`config.mk`:
```
export PLATFORM = sky130hd
export DESIGN_NAME = pwr_event_route
export DESIGN_NICKNAME = d
export VERILOG_FILES = /design/src/pwr_pkg.sv /design/src/pwr_event_route.sv /design/src/pwr_sync_filter.sv
export SDC_FILE = /design/constraint.sdc
export NUM_CORES = 1
export LEC_CHECK = 0
export BUFFER_PORTS_ARGS = -buffer_cell sky130_fd_sc_hd__buf_2
export CORE_MARGIN = 8
export CORE_UTILIZATION = 60
export DETAILED_ROUTE_END_ITERATION = 16
export GPL_TIMING_DRIVEN = 0
export PLACE_DENSITY = 0.88
export SLEW_MARGIN = 40
export SYNTH_ARGS = -nofsm -noshare
export SYNTH_HDL_FRONTEND = slang
export SYNTH_SLANG_ARGS = --single-unit
export TNS_END_PERCENT = 50
```
`constraint.sdc`:
```
create_clock -name clk_sys -period 4.5 [get_ports clk_sys]
set_clock_uncertainty 0.1 [all_clocks]
set_input_delay 0.9 -clock clk_sys [delete_from_list [all_inputs] [get_ports clk_sys]]
set_output_delay 0.9 -clock clk_sys [all_outputs]
set_load 0.01 [all_outputs]
```
`src/pwr_pkg.sv`:
```
// package for the power event wake routing block
package pwr_pkg;
  // apb register byte offsets
  localparam logic [7:0] OFF_CFG1   = 8'h00;
  localparam logic [7:0] OFF_CFG2   = 8'h04;
  localparam logic [7:0] OFF_ROUTE  = 8'h08;
  localparam logic [7:0] OFF_STATUS = 8'h0C;
  localparam logic [7:0] OFF_MASK   = 8'h10;
  localparam logic [7:0] OFF_CTRL   = 8'h14;
  localparam logic [7:0] OFF_STATE  = 8'h18;
  // first config fields
  localparam int CFG1_POR_LEVEL = 0;
  localparam int CFG1_EN_EV0    = 1;
  localparam int CFG1_EN_EV1    = 2;
  localparam int CFG1_EN_RI0    = 3;
  localparam int CFG1_EN_RI1    = 4;
  localparam int CFG1_EN_RING   = 5;
  localparam int CFG1_EN_SW     = 6;
  // second config fields
  localparam int CFG2_RING_ALT  = 0;
  // route field: per input, [1:0] sense, [2] off request, [3] interrupt, [4] power on
  localparam int RT_W           = 5;
  localparam int RT_OFF         = 2;
  localparam int RT_SCI         = 3;
  localparam int RT_ON          = 4;
  // status bits
  localparam int ST_EV0  = 0;
  localparam int ST_EV1  = 1;
  localparam int ST_RI   = 2;
  localparam int ST_RING = 3;
  localparam int ST_SW   = 4;
  localparam int ST_W    = 5;
  // ctrl bits
  localparam int CTRL_ON_CLR  = 0;
  localparam int CTRL_OFF_CLR = 1;
  // reset values
  localparam logic [31:0] CFG1_RST  = 32'h0000_0000;
  localparam logic [31:0] CFG2_RST  = 32'h0000_0000;
  localparam logic [31:0] ROUTE_RST = 32'h0000_0000;
  // timing
  localparam int CLK_MHZ        = 250;
  localparam int DEBOUNCE_MS    = 16;
  localparam int DEBOUNCE_CYC   = DEBOUNCE_MS * 1000 * CLK_MHZ;
  localparam int POR_PULSE_CYC  = 4;

  typedef enum logic [1:0] {
    SENSE_LOW  = 2'b00,
    SENSE_HIGH = 2'b01,
    SENSE_RISE = 2'b10,
    SENSE_FALL = 2'b11
  } pwr_sense_t;

  typedef struct packed {
    logic        psel;
    logic        penable;
    logic        pwrite;
    logic [7:0]  paddr;
    logic [31:0] pwdata;
  } pwr_apb_req_t;

  typedef struct packed {
    logic [1:0] event_in;
    logic [1:0] ring_ind_b;
    logic       ring_a_b;
    logic       ring_b_b;
    logic       switch_b;
  } pwr_pins_t;
endpackage : pwr_pkg

```
`src/pwr_event_route.sv`:
```
// wake and power-off event routing with apb registers
//
// Our own choices: the APB register port and the register offsets.
`timescale 1ns/1ps
`default_nettype none
module pwr_event_route #(
  parameter int DEBOUNCE_CYC = pwr_pkg::DEBOUNCE_CYC
) (
  // clock and reset
  input  wire logic          clk_sys,
  input  wire logic          rst_b,
  // apb slave
  input  wire logic          psel,
  input  wire logic          penable,
  input  wire logic          pwrite,
  input  wire logic [7:0]    paddr,
  input  wire logic [31:0]   pwdata,
  output logic [31:0]        prdata,
  output logic               pready,
  output logic               pslverr,
  // event pins
  input  wire pwr_pkg::pwr_pins_t pins,
  // outputs
  output logic               powerOnCtl,
  output logic               powerOffReq,
  output logic               sysCtlIrq,
  output logic               irq
);
  logic [31:0]         cfg1_q;
  logic [31:0]         cfg2_q;
  logic [31:0]         route_q;
  logic [pwr_pkg::ST_W-1:0] status_q;
  logic [pwr_pkg::ST_W-1:0] mask_q;
  logic [1:0]          ev_s;
  logic [1:0]          ev_prev_q;
  logic [1:0]          ri_s;
  logic [1:0]          ri_prev_q;
  logic                ringA_s;
  logic                ringB_s;
  logic                ringSel;
  logic                ringPrev_q;
  logic                sw_s;
  logic                swPrev_q;
  logic [1:0]          evHit;
  logic                riHit;
  logic                ringHit;
  logic                swHit;
  logic                onSet;
  logic                offSet;
  logic                sciSet;
  logic [pwr_pkg::ST_W-1:0] evVec;
  logic                offLevel_q;
  logic [2:0]          pulseCnt_q;
  logic                wrEn;
  logic                rdEn;
  logic                ctrlOnClr;
  logic                ctrlOffClr;

  function automatic logic rtBit(input logic [31:0] rt, input int idx, input int fld);
    rtBit = rt[idx*pwr_pkg::RT_W + fld];
  endfunction : rtBit

  // synchronisers: all pins are asynchronous to clk_sys
  genvar gi;
  generate
    for (gi = 0; gi < 2; gi++) begin : g_pin
      pwr_sync_filter #(.HOLD_CYC(1), .RST_VAL(1'b0)) u_ev (
        .clk_sys (clk_sys),
        .rst_b   (rst_b),
        .pinIn   (pins.event_in[gi]),
        .levelOut(ev_s[gi])
      );
      pwr_sync_filter #(.HOLD_CYC(1), .RST_VAL(1'b1)) u_ri (
        .clk_sys (clk_sys),
        .rst_b   (rst_b),
        .pinIn   (pins.ring_ind_b[gi]),
        .levelOut(ri_s[gi])
      );
    end
  endgenerate

  pwr_sync_filter #(.HOLD_CYC(1), .RST_VAL(1'b1)) u_ringa (
    .clk_sys (clk_sys),
    .rst_b   (rst_b),
    .pinIn   (pins.ring_a_b),
    .levelOut(ringA_s)
  );
  pwr_sync_filter #(.HOLD_CYC(1), .RST_VAL(1'b1)) u_ringb (
    .clk_sys (clk_sys),
    .rst_b   (rst_b),
    .pinIn   (pins.ring_b_b),
    .levelOut(ringB_s)
  );
  // long stable time swallows switch bounce
  pwr_sync_filter #(.HOLD_CYC(DEBOUNCE_CYC), .RST_VAL(1'b1)) u_sw (
    .clk_sys (clk_sys),
    .rst_b   (rst_b),
    .pinIn   (pins.switch_b),
    .levelOut(sw_s)
  );

  assign ringSel = cfg2_q[pwr_pkg::CFG2_RING_ALT] ? ringB_s : ringA_s;

  always_ff @(posedge clk_sys or negedge rst_b) begin
    if (!rst_b) begin
      ev_prev_q  <= 2'b00;
      ri_prev_q  <= 2'b11;
      ringPrev_q <= 1'b1;
      swPrev_q   <= 1'b1;
    end else begin
      ev_prev_q  <= ev_s;
      ri_prev_q  <= ri_s;
      ringPrev_q <= ringSel;
      swPrev_q   <= sw_s;
    end
  end

  // event detection per input
  always_comb begin
    for (int i = 0; i < 2; i++) begin
      unique case (pwr_pkg::pwr_sense_t'(route_q[i*pwr_pkg::RT_W +: 2]))
        pwr_pkg::SENSE_LOW:  evHit[i] = !ev_s[i];
        pwr_pkg::SENSE_HIGH: evHit[i] = ev_s[i];
        pwr_pkg::SENSE_RISE: evHit[i] = ev_s[i] && !ev_prev_q[i];
        pwr_pkg::SENSE_FALL: evHit[i] = !ev_s[i] && ev_prev_q[i];
      endcase
      evHit[i] = evHit[i] && cfg1_q[pwr_pkg::CFG1_EN_EV0 + i];
    end
  end

  assign riHit   = (cfg1_q[pwr_pkg::CFG1_EN_RI0] && ri_prev_q[0] && !ri_s[0])
                || (cfg1_q[pwr_pkg::CFG1_EN_RI1] && ri_prev_q[1] && !ri_s[1]);
  // each falling edge of a pulse train re-arms the request
  assign ringHit = cfg1_q[pwr_pkg::CFG1_EN_RING] && ringPrev_q && !ringSel;
  assign swHit   = cfg1_q[pwr_pkg::CFG1_EN_SW] && swPrev_q && !sw_s;

  always_comb begin
    onSet  = riHit || ringHit;
    offSet = swHit;
    sciSet = 1'b0;
    for (int i = 0; i < 2; i++) begin
      onSet  = onSet  || (evHit[i] && rtBit(route_q, i, pwr_pkg::RT_ON));
      offSet = offSet || (evHit[i] && rtBit(route_q, i, pwr_pkg::RT_OFF));
      sciSet = sciSet || (evHit[i] && rtBit(route_q, i, pwr_pkg::RT_SCI));
    end
  end

  assign evVec = {swHit, ringHit, riHit, evHit};

  // apb: zero wait states
  assign wrEn = psel && penable && pwrite;
  assign rdEn = psel && !penable && !pwrite;
  assign ctrlOnClr  = wrEn && paddr == pwr_pkg::OFF_CTRL && pwdata[pwr_pkg::CTRL_ON_CLR];
  assign ctrlOffClr = wrEn && paddr == pwr_pkg::OFF_CTRL && pwdata[pwr_pkg::CTRL_OFF_CLR];

  always_ff @(posedge clk_sys or negedge rst_b) begin
    if (!rst_b) begin
      cfg1_q  <= pwr_pkg::CFG1_RST;
      cfg2_q  <= pwr_pkg::CFG2_RST;
      route_q <= pwr_pkg::ROUTE_RST;
      mask_q  <= '0;
    end else if (wrEn) begin
      unique case (paddr)
        pwr_pkg::OFF_CFG1:  cfg1_q  <= pwdata;
        pwr_pkg::OFF_CFG2:  cfg2_q  <= pwdata;
        pwr_pkg::OFF_ROUTE: route_q <= pwdata;
        pwr_pkg::OFF_MASK:  mask_q  <= pwdata[pwr_pkg::ST_W-1:0];
        default: ;
      endcase
    end
  end

  // write one to clear; a new event in the same cycle wins
  always_ff @(posedge clk_sys or negedge rst_b) begin
    if (!rst_b) begin
      status_q <= '0;
    end else begin
      status_q <= (status_q & ~((wrEn && paddr == pwr_pkg::OFF_STATUS)
                  ? pwdata[pwr_pkg::ST_W-1:0] : '0)) | evVec;
    end
  end

  always_ff @(posedge clk_sys or negedge rst_b) begin
    if (!rst_b) begin
      irq <= 1'b0;
    end else begin
      irq <= |(status_q & mask_q);
    end
  end

  // power-on request held until software releases it; set wins over clear
  always_ff @(posedge clk_sys or negedge rst_b) begin
    if (!rst_b) begin
      powerOnCtl <= 1'b0;
    end else if (onSet) begin
      powerOnCtl <= 1'b1;
    end else if (ctrlOnClr) begin
      powerOnCtl <= 1'b0;
    end
  end

  // system control interrupt set by the event inputs routed to it, held until either ctrl clear bit is written
  always_ff @(posedge clk_sys or negedge rst_b) begin
    if (!rst_b) begin
      sysCtlIrq <= 1'b0;
    end else if (sciSet) begin
      sysCtlIrq <= 1'b1;
    end else if (ctrlOnClr || ctrlOffClr) begin
      sysCtlIrq <= 1'b0;
    end
  end

  // off request: level held until cleared, or fixed-width pulse
  always_ff @(posedge clk_sys or negedge rst_b) begin
    if (!rst_b) begin
      offLevel_q <= 1'b0;
    end else if (offSet) begin
      offLevel_q <= 1'b1;
    end else if (ctrlOffClr) begin
      offLevel_q <= 1'b0;
    end
  end

  always_ff @(posedge clk_sys or negedge rst_b) begin
    if (!rst_b) begin
      pulseCnt_q <= '0;
    end else if (offSet) begin
      pulseCnt_q <= 3'(pwr_pkg::POR_PULSE_CYC);
    end else if (pulseCnt_q != 3'h0) begin
      pulseCnt_q <= pulseCnt_q - 3'h1;
    end
  end

  always_ff @(posedge clk_sys or negedge rst_b) begin
    if (!rst_b) begin
      powerOffReq <= 1'b0;
    end else if (cfg1_q[pwr_pkg::CFG1_POR_LEVEL]) begin
      powerOffReq <= offSet || offLevel_q;
    end else begin
      powerOffReq <= offSet || (pulseCnt_q > 3'h1);
    end
  end

  // read data registered in setup so access phase completes at once
  always_ff @(posedge clk_sys or negedge rst_b) begin
    if (!rst_b) begin
      prdata <= 32'h0000_0000;
    end else if (rdEn) begin
      unique case (paddr)
        pwr_pkg::OFF_CFG1:   prdata <= cfg1_q;
        pwr_pkg::OFF_CFG2:   prdata <= cfg2_q;
        pwr_pkg::OFF_ROUTE:  prdata <= route_q;
        pwr_pkg::OFF_STATUS: prdata <= 32'(status_q);
        pwr_pkg::OFF_MASK:   prdata <= 32'(mask_q);
        pwr_pkg::OFF_STATE:  prdata <= {24'h00_0000, sw_s, ringSel, ri_s, ev_s,
                                        powerOffReq, powerOnCtl};
        default:             prdata <= 32'h0000_0000;
      endcase
    end
  end

  always_ff @(posedge clk_sys or negedge rst_b) begin
    if (!rst_b) begin
      pslverr <= 1'b0;
    end else if (psel && !penable) begin
      pslverr <= !(paddr inside {pwr_pkg::OFF_CFG1, pwr_pkg::OFF_CFG2, pwr_pkg::OFF_ROUTE,
                   pwr_pkg::OFF_STATUS, pwr_pkg::OFF_MASK, pwr_pkg::OFF_CTRL,
                   pwr_pkg::OFF_STATE});
    end
  end

  always_ff @(posedge clk_sys or negedge rst_b) begin
    if (!rst_b) begin
      pready <= 1'b0;
    end else begin
      pready <= psel && !penable;
    end
  end
endmodule : pwr_event_route
`default_nettype wire

```
`src/pwr_sync_filter.sv`:
```
// three-stage pin synchroniser with optional stable-time debounce
`timescale 1ns/1ps
`default_nettype none
module pwr_sync_filter #(
  parameter int          HOLD_CYC = 1,
  parameter logic        RST_VAL  = 1'b1
) (
  // clock and reset
  input  wire logic clk_sys,
  input  wire logic rst_b,
  // pin and filtered level
  input  wire logic pinIn,
  output logic      levelOut
);
  localparam int CW = (HOLD_CYC > 1) ? $clog2(HOLD_CYC + 1) : 1;
  logic [2:0]    sync_q;
  logic [CW-1:0] cnt_q;

  always_ff @(posedge clk_sys or negedge rst_b) begin
    if (!rst_b) begin
      sync_q <= {3{RST_VAL}};
    end else begin
      sync_q <= {sync_q[1:0], pinIn};
    end
  end

  // stage 0 is read only by stage 1; stages 1 and 2 must agree
  always_ff @(posedge clk_sys or negedge rst_b) begin
    if (!rst_b) begin
      cnt_q    <= '0;
      levelOut <= RST_VAL;
    end else if (sync_q[1] != sync_q[2] || sync_q[2] == levelOut) begin
      cnt_q <= '0;
    end else if (cnt_q >= CW'(HOLD_CYC - 1)) begin
      cnt_q    <= '0;
      levelOut <= sync_q[2];
    end else begin
      cnt_q <= cnt_q + CW'(1);
    end
  end
endmodule : pwr_sync_filter
`default_nettype wire

```
**After elaboration in Yosys (flattened, before gate mapping)**

Index checks and enable logic that the tools add are counted.
W data, S select, Z words.

- Register bits: 210
- Word-level logic and storage cells: 197

- Equal/unequal tests: 26
- Reductions and logical operators: 77
- Add/sub/neg operators: 8
- Bitwise logic cells: 11
- Multiplexer cells: 28
- Order comparisons: 8

Operators by type and width:

| kind | number |
|---|---|
| $pmux W32 S6 | 1 |
| $mux W22 | 2 |
| $logic_and A1 B1 Y1 | 28 |
| $eq A8 B5 Y1 const B | 3 |
| $add A22 B1 Y22 const B | 1 |
| $ge A22 B22 Y1 const B | 1 |
| $reduce_and A2 Y1 | 11 |
| $mux W1 | 20 |
| $logic_or A1 B1 Y1 | 17 |
| $eq A8 B4 Y1 const B | 2 |
| $logic_not A1 Y1 | 11 |
| $and A5 B5 Y5 | 2 |
| $eq A2 B2 Y1 const B | 4 |
| $eq A8 B3 Y1 const B | 1 |
| $logic_not A8 Y1 | 1 |
| $pmux W1 S4 | 2 |
| $reduce_bool A2 Y1 | 4 |
| $eq A1 B1 Y1 | 7 |
| $ne A1 B1 Y1 | 7 |
| $not A1 Y1 | 7 |
| $reduce_bool A7 Y1 | 1 |
| $add A1 B1 Y1 const B | 6 |
| $ge A1 B1 Y1 const B | 6 |
| $mux W3 | 2 |
| 9 further kinds | 11 |

**Longest topological paths before layout**

Gate-level depths: netlist of the first run.

- Depth after elaboration: 9
- Gate-level depth with buffers: 7
- Mapped depth without buffers: 6

**Cells and area by module**

From an unflattened synthesis of the first run, not the netlist that was laid out.

- Cells, all modules: 691
- Area, all modules: 8916.1 µm²

Modules (own cells, without submodules):

| module | times used | area an instance (µm²) | cells each |
|---|---|---|---|
| pwr_event_route | 1 | 6879.1 | 536 |
| pwr_sync_filter at u_sw | 1 | 1348.8 | 125 |
| pwr_sync_filter at g_pin[0].u_ri ... | 4 | 116.4 | 5 |
| pwr_sync_filter at g_pin[0].u_ev ... | 2 | 111.4 | 5 |

**Worst setup path after synthesis of the first run**

Ideal clock, no wire load.

- Kind: input-to-reg
- Start: input paddr[3]
- End: register cfg1_q[10]
- Stages on the path: 6
- Path slack: 2.013 ns
- Arrival time: 2.262 ns
- Required time: 4.275 ns
- Path through: buf_2 > nor4_1 > and3_1 > clkbuf_1 > buf_4 > mux2_2

- Longest elaborated chain between the ends: 2

RTL lines:

| element | RTL line | source |
|---|---|---|
| start, declared | pwr_event_route.sv:16 | `input wire logic [7:0] paddr,` |
| $logic_not A8 Y1 | pwr_event_route.sv:163 | `unique case (paddr)` |
| $reduce_and A2 Y1 (no source line) | n/a |  |
| end signal, assigned | pwr_event_route.sv:158 | `cfg1_q <= pwr_pkg::CFG1_RST;` |
| end signal, assigned | pwr_event_route.sv:164 | `pwr_pkg::OFF_CFG1: cfg1_q <= pwdata;` |
| end, declared | pwr_event_route.sv:29 | `logic [31:0] cfg1_q;` |

No other way between the ends.
A chain may end at the register's enable or synchronous reset.

**Worst setup path in the final report of the first run**

- Start: input paddr[3]
- End: register cfg1_q[7]

Same word-level chain as after synthesis.

==> results.md, run 1 <==
- DRC: 0
- Slew of the pin with the lowest slew margin: 0.815 ns
- CTS sink cnt: 204
- Worst path slowest cell: nor4_1
- Final Hold Viols: 0
- Worst endpoint required time: 4.76 ns
- Worst-path cell chain: buf_2, nor4_1, and3_1, clkbuf_1, buf_4, mux2_2
- CTS tree: built
- Synth Warn #: 0
- Yosys top cell area share: approximately 52%
- Unique masters post-synth: 56
- Cells after synthesis: 723
- Clk slew on worst S/H paths: 0.06 ns
- H-tree depth: 1
- Peak VDD IR: between 0.3 and 0.4 mV
- Fmax: approximately 380 MHz
- Filler cell count: 950
- Setup Buffers After CTS: 0
- Final Max Slew Viols: 0
- Yosys reg bits: 204
- Initial DRC Count: 542
- Nets@finish: 891
- Die area: 18500 µm²
- Initial core utilization: 60.4%
- Syn Nets: 778
- Syn avg cell area: 12.0 µm²
- Synth Flop Type: dfrtp_1
- Synth area leader: dfrtp_1
- Count leader, synth: dfrtp_1
- Crit-path max FO: 10
- Multi-input logic area: 3310 µm²
- RSZ-0062 raised after global routing: false
- Core area: 14300 µm²
- Max cap viols: 0
- Vias in the first global route: just under 7000
- Initial antenna violation count: 3
- Crit end category: flop
- Routed WL per cell: 20.1 µm
- PnR worst setup slack: 1.87 ns
- Sequential fraction of the synthesis area: 59.4%
- CTS Hold Bufs: 0
- First-pass GRT wire length: 33900 µm
- Place WS: ~1.5 ns
- Antenna Violating Nets Remaining: 0
- Synth async-reset ratio: 100%
- Min Tclk post-route: 2.63 ns
- P&R area growth vs syn: 16.9%
- Synth Area in Compound Gates: under 10%
- Most common library cells after synthesis: dfrtp_1 (180), mux2_2 (95), nand2_1 (75), nor2_1 (64), o21ai_0 (39)
- Number of synthesized flops with an enable pin: 0
- Port-buffer cells: 88
- Root buffer cell: clkbuf_16
- CP Buf/Inv Count: 3
- FP Rows: between 40 and 50
- Pin count of the biggest net entering global routing: between 70 and 80
- Total wire length: 20900 µm
- Worst path max stage delay: 0.59 ns
- GRT Resource Usage Total: 22.9%
- WS Path Type: input pin to flop
- Synth top area cells: dfrtp_1 (52%), mux2_2 (12%), dfstp_2 (7.3%)
- HP Class: input pin to async pin
- Post-synthesis simple-gate area fraction: 11.1%
- Clock buffer depth: 3
- Sequential cell area: 5130 µm²
- Main combinational cell family by area after synthesis: multiplexers
- Status: completed
- Power consumption: 4.00 mW
- Die extent in y: 136 µm
- Die width: 136 µm
- Vias: 6368
- Post-synthesis mux area share: 14.1%
- Routability cong.: 0.947
- Critical path's top delay family: simple AND/OR/NAND/NOR gates
- DR pass1 iterations: 6
- Power per Cell Area: 396 nW/µm²
- Pleak: between 4 and 5 nW
- Critical Path Source Type: input pin
- Relative slew slack: 45.1%
- Synthesized area: 8640 µm²
- CTS buffer count: 21
- I/O pin count: 90
- Period utilization: 58.3%
- Resize count post-CTS: 0
- Adder-Cell Fraction of Synth Area: between 1 and 1.5%
- Post-DP HPWL: around 14000 µm
- Fraction of layout cells with a size suffix above 1: between 30 and 40%
- Final setup viols: 0
- Later-pin clock latency in the skew report: 0.48 ns
- Vias per cell: 6.15
- Synth Area in XOR/XNOR: approximately 2.1%
- Crit path arrival time: 2.89 ns
- Total grt overflow: 0
metrics by stage:
stage	utilization (%)	hold slack [ns]	TNS, ns	std cells	instance area [µm²]
6_report	70.6	0.233	0	1036	10100
5_1_grt	70.5	0.247	0	1035	10100
4_1_cts	70.5	0.233	0	1034	10100
3_5_place_dp	65.6	0.239	0	997	9380
3_3_place_gp	65.1	0.233	-144.42	995	9310
2_1_floorplan	-	0.231	0	723	8640
worst register-to-register path, cell delays in order, from the launching register on:
cell and delay [ns]:
dfrtp_1 0.45, or4_4 0.56, nor4_1 0.40, nand4_1 0.20
nand2_2 0.13, buf_6 0.15, nor2_1 0.07
cells in the final DEF (no fill, tap or decap), drive strengths merged, types with 9 or more instances in the layout:
cell / instances
nor2: 64
mux2i: 9
dfrtp: 180
nand3: 13
o21ai: 45
xor2: 13
nand2: 76
dfstp: 24
clkbuf: 48
a22oi: 33
a21oi: 34
mux2: 100
buf: 108
per-layer routing:
metal / routed length, µm / vias up / global-route usage, %
li1: - / 2791 / -
met1: 8060 / 3167 / 27.5
met2: 10300 / 311 / 38.1
met3: 1650 / 95 / 5.17
met4: 890 / 4 / 11.5
met5: 27 / - / 0
power breakdown:
part           switching (mW)  leakage [nW]  internal [mW]
sequential             0.0461          2.70           1.91
combinational           0.157          1.72          0.107
clock                   0.680         0.354           1.09
total                   0.882          4.78           3.11
registers in the layout, summed over array words and instances, names as in the netlist, 5 cells and up:
| register | cells |
|---|---|
| status_q | 5 |
| cfg1_q | 32 |
| mask_q | 5 |
| g_pin.u_ev.sync_q | 6 |
| g_pin.u_ri.sync_q | 6 |
| cfg2_q | 32 |
| route_q | 32 |
| u_sw.cnt_q | 22 |
| prdata | 32 |
layout make-up:
class | count | area share [%]
flip-flops and latches | 204 | 50.8
clock buffers | 29 | 5.90
well taps | 184 | 2.28
repair buffers | 90 | 5.01
inverters | 6 | 0.223
multi-input cells | 476 | 32.7
plain buffers | 37 | 1.82
clock inverters | 8 | 1.14
diodes | 2 | 0.0496
cell families after synthesis:
family,after synthesis
adder cells (fa/ha/maj),9
multiplexers,109
AND/OR/NAND/NOR,203
AO/OA/AOI/OAI,134
buffers and inverters,43
XOR/XNOR,21
flip-flops,204
path summary, 6_finish.rpt:
check	depth (start not counted)	slack [ns]	endpoint	from
worst max-delay path	6	1.87	cfg1_q[7]	paddr[3]
worst min-delay path	1	0.23	route_q[5]	rst_b
worst max register to register	6	2.31	u_sw.cnt_q[15]	u_sw.cnt_q[14]
worst min register to register	0	0.25	g_pin[0].u_ev.sync_q[1]	g_pin[0].u_ev.sync_q[0]
max in group asynchronous	2	3.36	cfg1_q[20]	rst_b
min in group clk_sys	0	0.25	g_pin[0].u_ev.sync_q[1]	g_pin[0].u_ev.sync_q[0]
No activity file was read; power rests on OpenSTA's default activity.
==> run 2, diff against run 1 <==
--- a/config.mk
+++ b/config.mk
@@ -7,10 +7,10 @@
 export LEC_CHECK = 0
 export BUFFER_PORTS_ARGS = -buffer_cell sky130_fd_sc_hd__buf_2
 export CORE_MARGIN = 8
-export CORE_UTILIZATION = 60
+export CORE_UTILIZATION = 53
 export DETAILED_ROUTE_END_ITERATION = 16
 export GPL_TIMING_DRIVEN = 0
-export PLACE_DENSITY = 0.88
+export PLACE_DENSITY = 0.83
 export SLEW_MARGIN = 40
 export SYNTH_ARGS = -nofsm -noshare
 export SYNTH_HDL_FRONTEND = slang
==> constraint.sdc (replaced) <==
create_clock -name clk_sys -period 2.2 [get_ports clk_sys]
set_clock_uncertainty 0.1 [all_clocks]
set_input_delay 0.44 -clock clk_sys [delete_from_list [all_inputs] [get_ports clk_sys]]
set_output_delay 0.44 -clock clk_sys [all_outputs]
set_load 0.01 [all_outputs]
==> run 2 against run 1 <==
Net effect: final area up 2.7%; utilization is 5.3 points lower; first-iteration DRC count down 3.3%; sequential cell count unchanged; sequential share of layout area decreased by 1.3 points; non-clock buffer count increased by 9; routed wire length fell by 0.74%.
==> results.md, run 2 (synthesized netlist as in run 1, its figures left out) <==
- Initial DRC Count: 524 (was 542)
- FP Rows: 46 (was 44)
- Total wire length: 20700 µm (was 20900 µm)
- Port-buffer cells: 88 (unchanged)
- Seq pwr share: 46.8% (was 49.0%)
- CTS tree: built (unchanged)
- Worst endpoint required time: 2.51 ns (was 4.76 ns)
- Min Tclk post-route: 2.07 ns
- Post-DP HPWL: 14100 µm (was 13700 µm)
- H-tree depth: 1 (unchanged)
- Most frequent cells in the layout: dfrtp_1 (180), buf_2 (100), mux2_2 (95) (unchanged)
- RSZ-0062 raised after global routing: false (unchanged)
- Clk network pwr share: 46.8% (was 44.4%)
- Met1 global-route usage: 25.2% (was 27.5%)
- Clock buffer depth: 3 (unchanged)
- Final setup viols: 0 (unchanged)
- Vias per cell: 5.77 (was 6.15)
- Pleak: 4.87 nW (was 4.78 nW)
- Commonest non-fill, non-tap cell in the layout: dfrtp_1 (unchanged)
- Routability cong.: 0.897 (was 0.947)
- WS Path Type: flop to flop (was input pin to flop)
- Antenna Violating Nets Remaining: 0 (unchanged)
- Vias in the first global route: 6606 (was 6750)
- Sw power: 1.90 mW (was 0.882 mW)
- Sequential cell area: 5130 µm² (unchanged)
- I/O pin count: 90 (unchanged)
- Vias: 6231 (was 6368)
- Placed instance count: 1030 (was 997)
- Power consumption: 8.56 mW (was 4.00 mW)
- Worst path slowest cell: or4_4 (was nor4_1)
- Critical path's top delay family: simple AND/OR/NAND/NOR gates (unchanged)
- First-pass GRT wire length: 33700 µm (was 33900 µm)
- P&R area growth vs syn: 20.0% (was 16.9%)
- Crit-path max FO: 10 (unchanged)
- Max cap viols: 0 (unchanged)
- Worst-path cell chain: or4_4, a211o_1, a21oi_4, nand2_2, buf_6, nor2_1 (was buf_2, nor4_1, and3_1, clkbuf_1, buf_4, mux2_2)
- Core area: 15900 µm² (was 14300 µm²)
- HP Class: input pin to flop (was input pin to async pin)
- DR pass1 iterations: 5 (was 6)
- Met3 Usage GRT: 4.55% (was 5.17%)
- Worst path max stage delay: 0.58 ns (was 0.59 ns)
- Initial core utilization: 54.4% (was 60.4%)
- DRC: 0 (unchanged)
- Root buffer cell: clkbuf_16 (unchanged)
- Slew of the pin with the lowest slew margin: 0.689 ns (was 0.815 ns)
- Grt met2 use: 35.3% (was 38.1%)
- CP Buf/Inv Count: 1 (was 3)
- Die extent in y: 144 µm (was 136 µm)
- Power per Cell Area: 826 nW/µm² (was 396 nW/µm²)
- Die area: 20600 µm² (was 18500 µm²)
- GRT Resource Usage Total: 20.7% (was 22.9%)
- Nets@finish: 901 (was 891)
- Routed WL per cell: 19.2 µm (was 20.1 µm)
- Fmax: 483 MHz
- Gr busiest metal: met2 (unchanged)
- Post-layout util: 65.3% (was 70.6%)
- Pin count of the biggest net entering global routing: 77 (was 78)
- CTS sink cnt: 204 (unchanged)
- Crit end category: flop (unchanged)
- Final Hold Viols: 0 (unchanged)
- Total grt overflow: 0 (unchanged)
- Peak VDD IR: 0.484 mV (was 0.309 mV)
- Die width: 144 µm (was 136 µm)
- Finished Layout Cells: 1080 (was 1036)
- Critical Path Source Type: flop (was input pin)
- Final Max Slew Viols: 0 (unchanged)
- Initial antenna violation count: 5 (was 3)
- Multi-input logic area: 3330 µm² (was 3310 µm²)
- Sw frac: 22.2% (was 22.1%)
- Period utilization: between 90 and 100%
- Filler cell count: 1180 (was 950)
- Pint: 6.66 mW (was 3.11 mW)
- CTS buffer count: 22 (was 21)
- Crit path arrival time: 2.38 ns (was 2.89 ns)
- Status: completed (unchanged)
- Fraction of layout cells with a size suffix above 1: 32.6% (was 32.0%)
- Relative slew slack: 53.7% (was 45.1%)
- Comb pwr share: 6.4% (was 6.6%)
- Later-pin clock latency in the skew report: 0.49 ns (was 0.48 ns)
- Clk slew on worst S/H paths: 0.06 ns (about the same)
-- run 2: cell types whose count changed in the layout (fill, tap and decap cells not counted) --
| cell | delta |
|---|---|
| nor4_4 | +1 |
| inv_4 | +3 |
| buf_12 | +1 |
| clkbuf_8 | -1 |
| inv_6 | +1 |
| dlygate4sd3_1 | +8 |
| clkbuf_1 | -2 |
| nor4_2 | +2 |
| clkinv_2 | -3 |
| clkbuf_16 | +4 |
| clkinv_4 | +1 |
| nor4_1 | -3 |
-- run 2: what timing repair did --
item	in CTS	in global routing
setup endpoints to repair	0	21
hold buffers	8	0
gates resized for setup	0	3
endpoints found under the hold margin	42	0
setup buffers	0	0
-- run 2: per-layer routing --
metal	routed length, µm	share of wire, %
met1	8240	40
met2	10400	50
met3	1390	6.7
met4	658	3.2
met5	34	0.16
-- run 2: power groups by stage --
stage,clock network [mW],registers (mW),logic [mW]
5_1_grt,4.23,4.02,0.619
2_1_floorplan,0,4.05,0.265
3_5_place_dp,0,4.07,0.536
4_1_cts,4.08,4.00,0.554
3_3_place_gp,0,4.06,0.495
6_report,4.01,4.01,0.546
-- run 2: layout make-up --
class                      instances  share of cell area (%)
sequential                       204                    49.5
multi-input combinational        476                    32.2
clock buffer                      30                    6.51
timing repair buffer              99                    5.84
tap                              216                    2.61
buffer                            37                    1.77
clock inverter                    10                    1.32
inverter                           6                   0.217
antenna                            2                  0.0483
-- run 2: final timing paths --
kind                                              start                 endpoint  slack, ns  cells after the start
worst max-delay path                     u_sw.cnt_q[14]            u_sw.cnt_q[5]       0.13                      6
worst min-delay path                          pwdata[7]                cfg2_q[7]       0.10                      2
worst max register to register           u_sw.cnt_q[14]            u_sw.cnt_q[5]       0.13                      6
worst min register to register  g_pin[1].u_ev.sync_q[0]  g_pin[1].u_ev.sync_q[1]       0.25                      0
max in group asynchronous                         rst_b               prdata[30]       0.87                      4
min in group asynchronous                         rst_b  g_pin[1].u_ev.sync_q[0]       0.32                      2
-- run 2: stage by stage --
stage / setup TNS, ns / cell area, µm² / setup WS (ns) / hold WS, ns
5_1_grt: 0 / 10400 / 0.000874 / 0.0948
3_3_place_gp: -546.68 / 9350 / -2.71 / 0.234
4_1_cts: 0 / 10300 / 0.00536 / 0.0916
2_1_floorplan: 0 / 8640 / 0.173 / 0.0444
3_5_place_dp: -24.18 / 9440 / -0.288 / 0.235
6_report: 0 / 10400 / 0.128 / 0.103
-- run 2: worst reg2reg max path: cells and delay by family (launching register included) --
family	cells	cell delay [ns]
flops	1	0.44
compound gates	2	0.51
simple gates	3	0.80
buf+inv	1	0.15
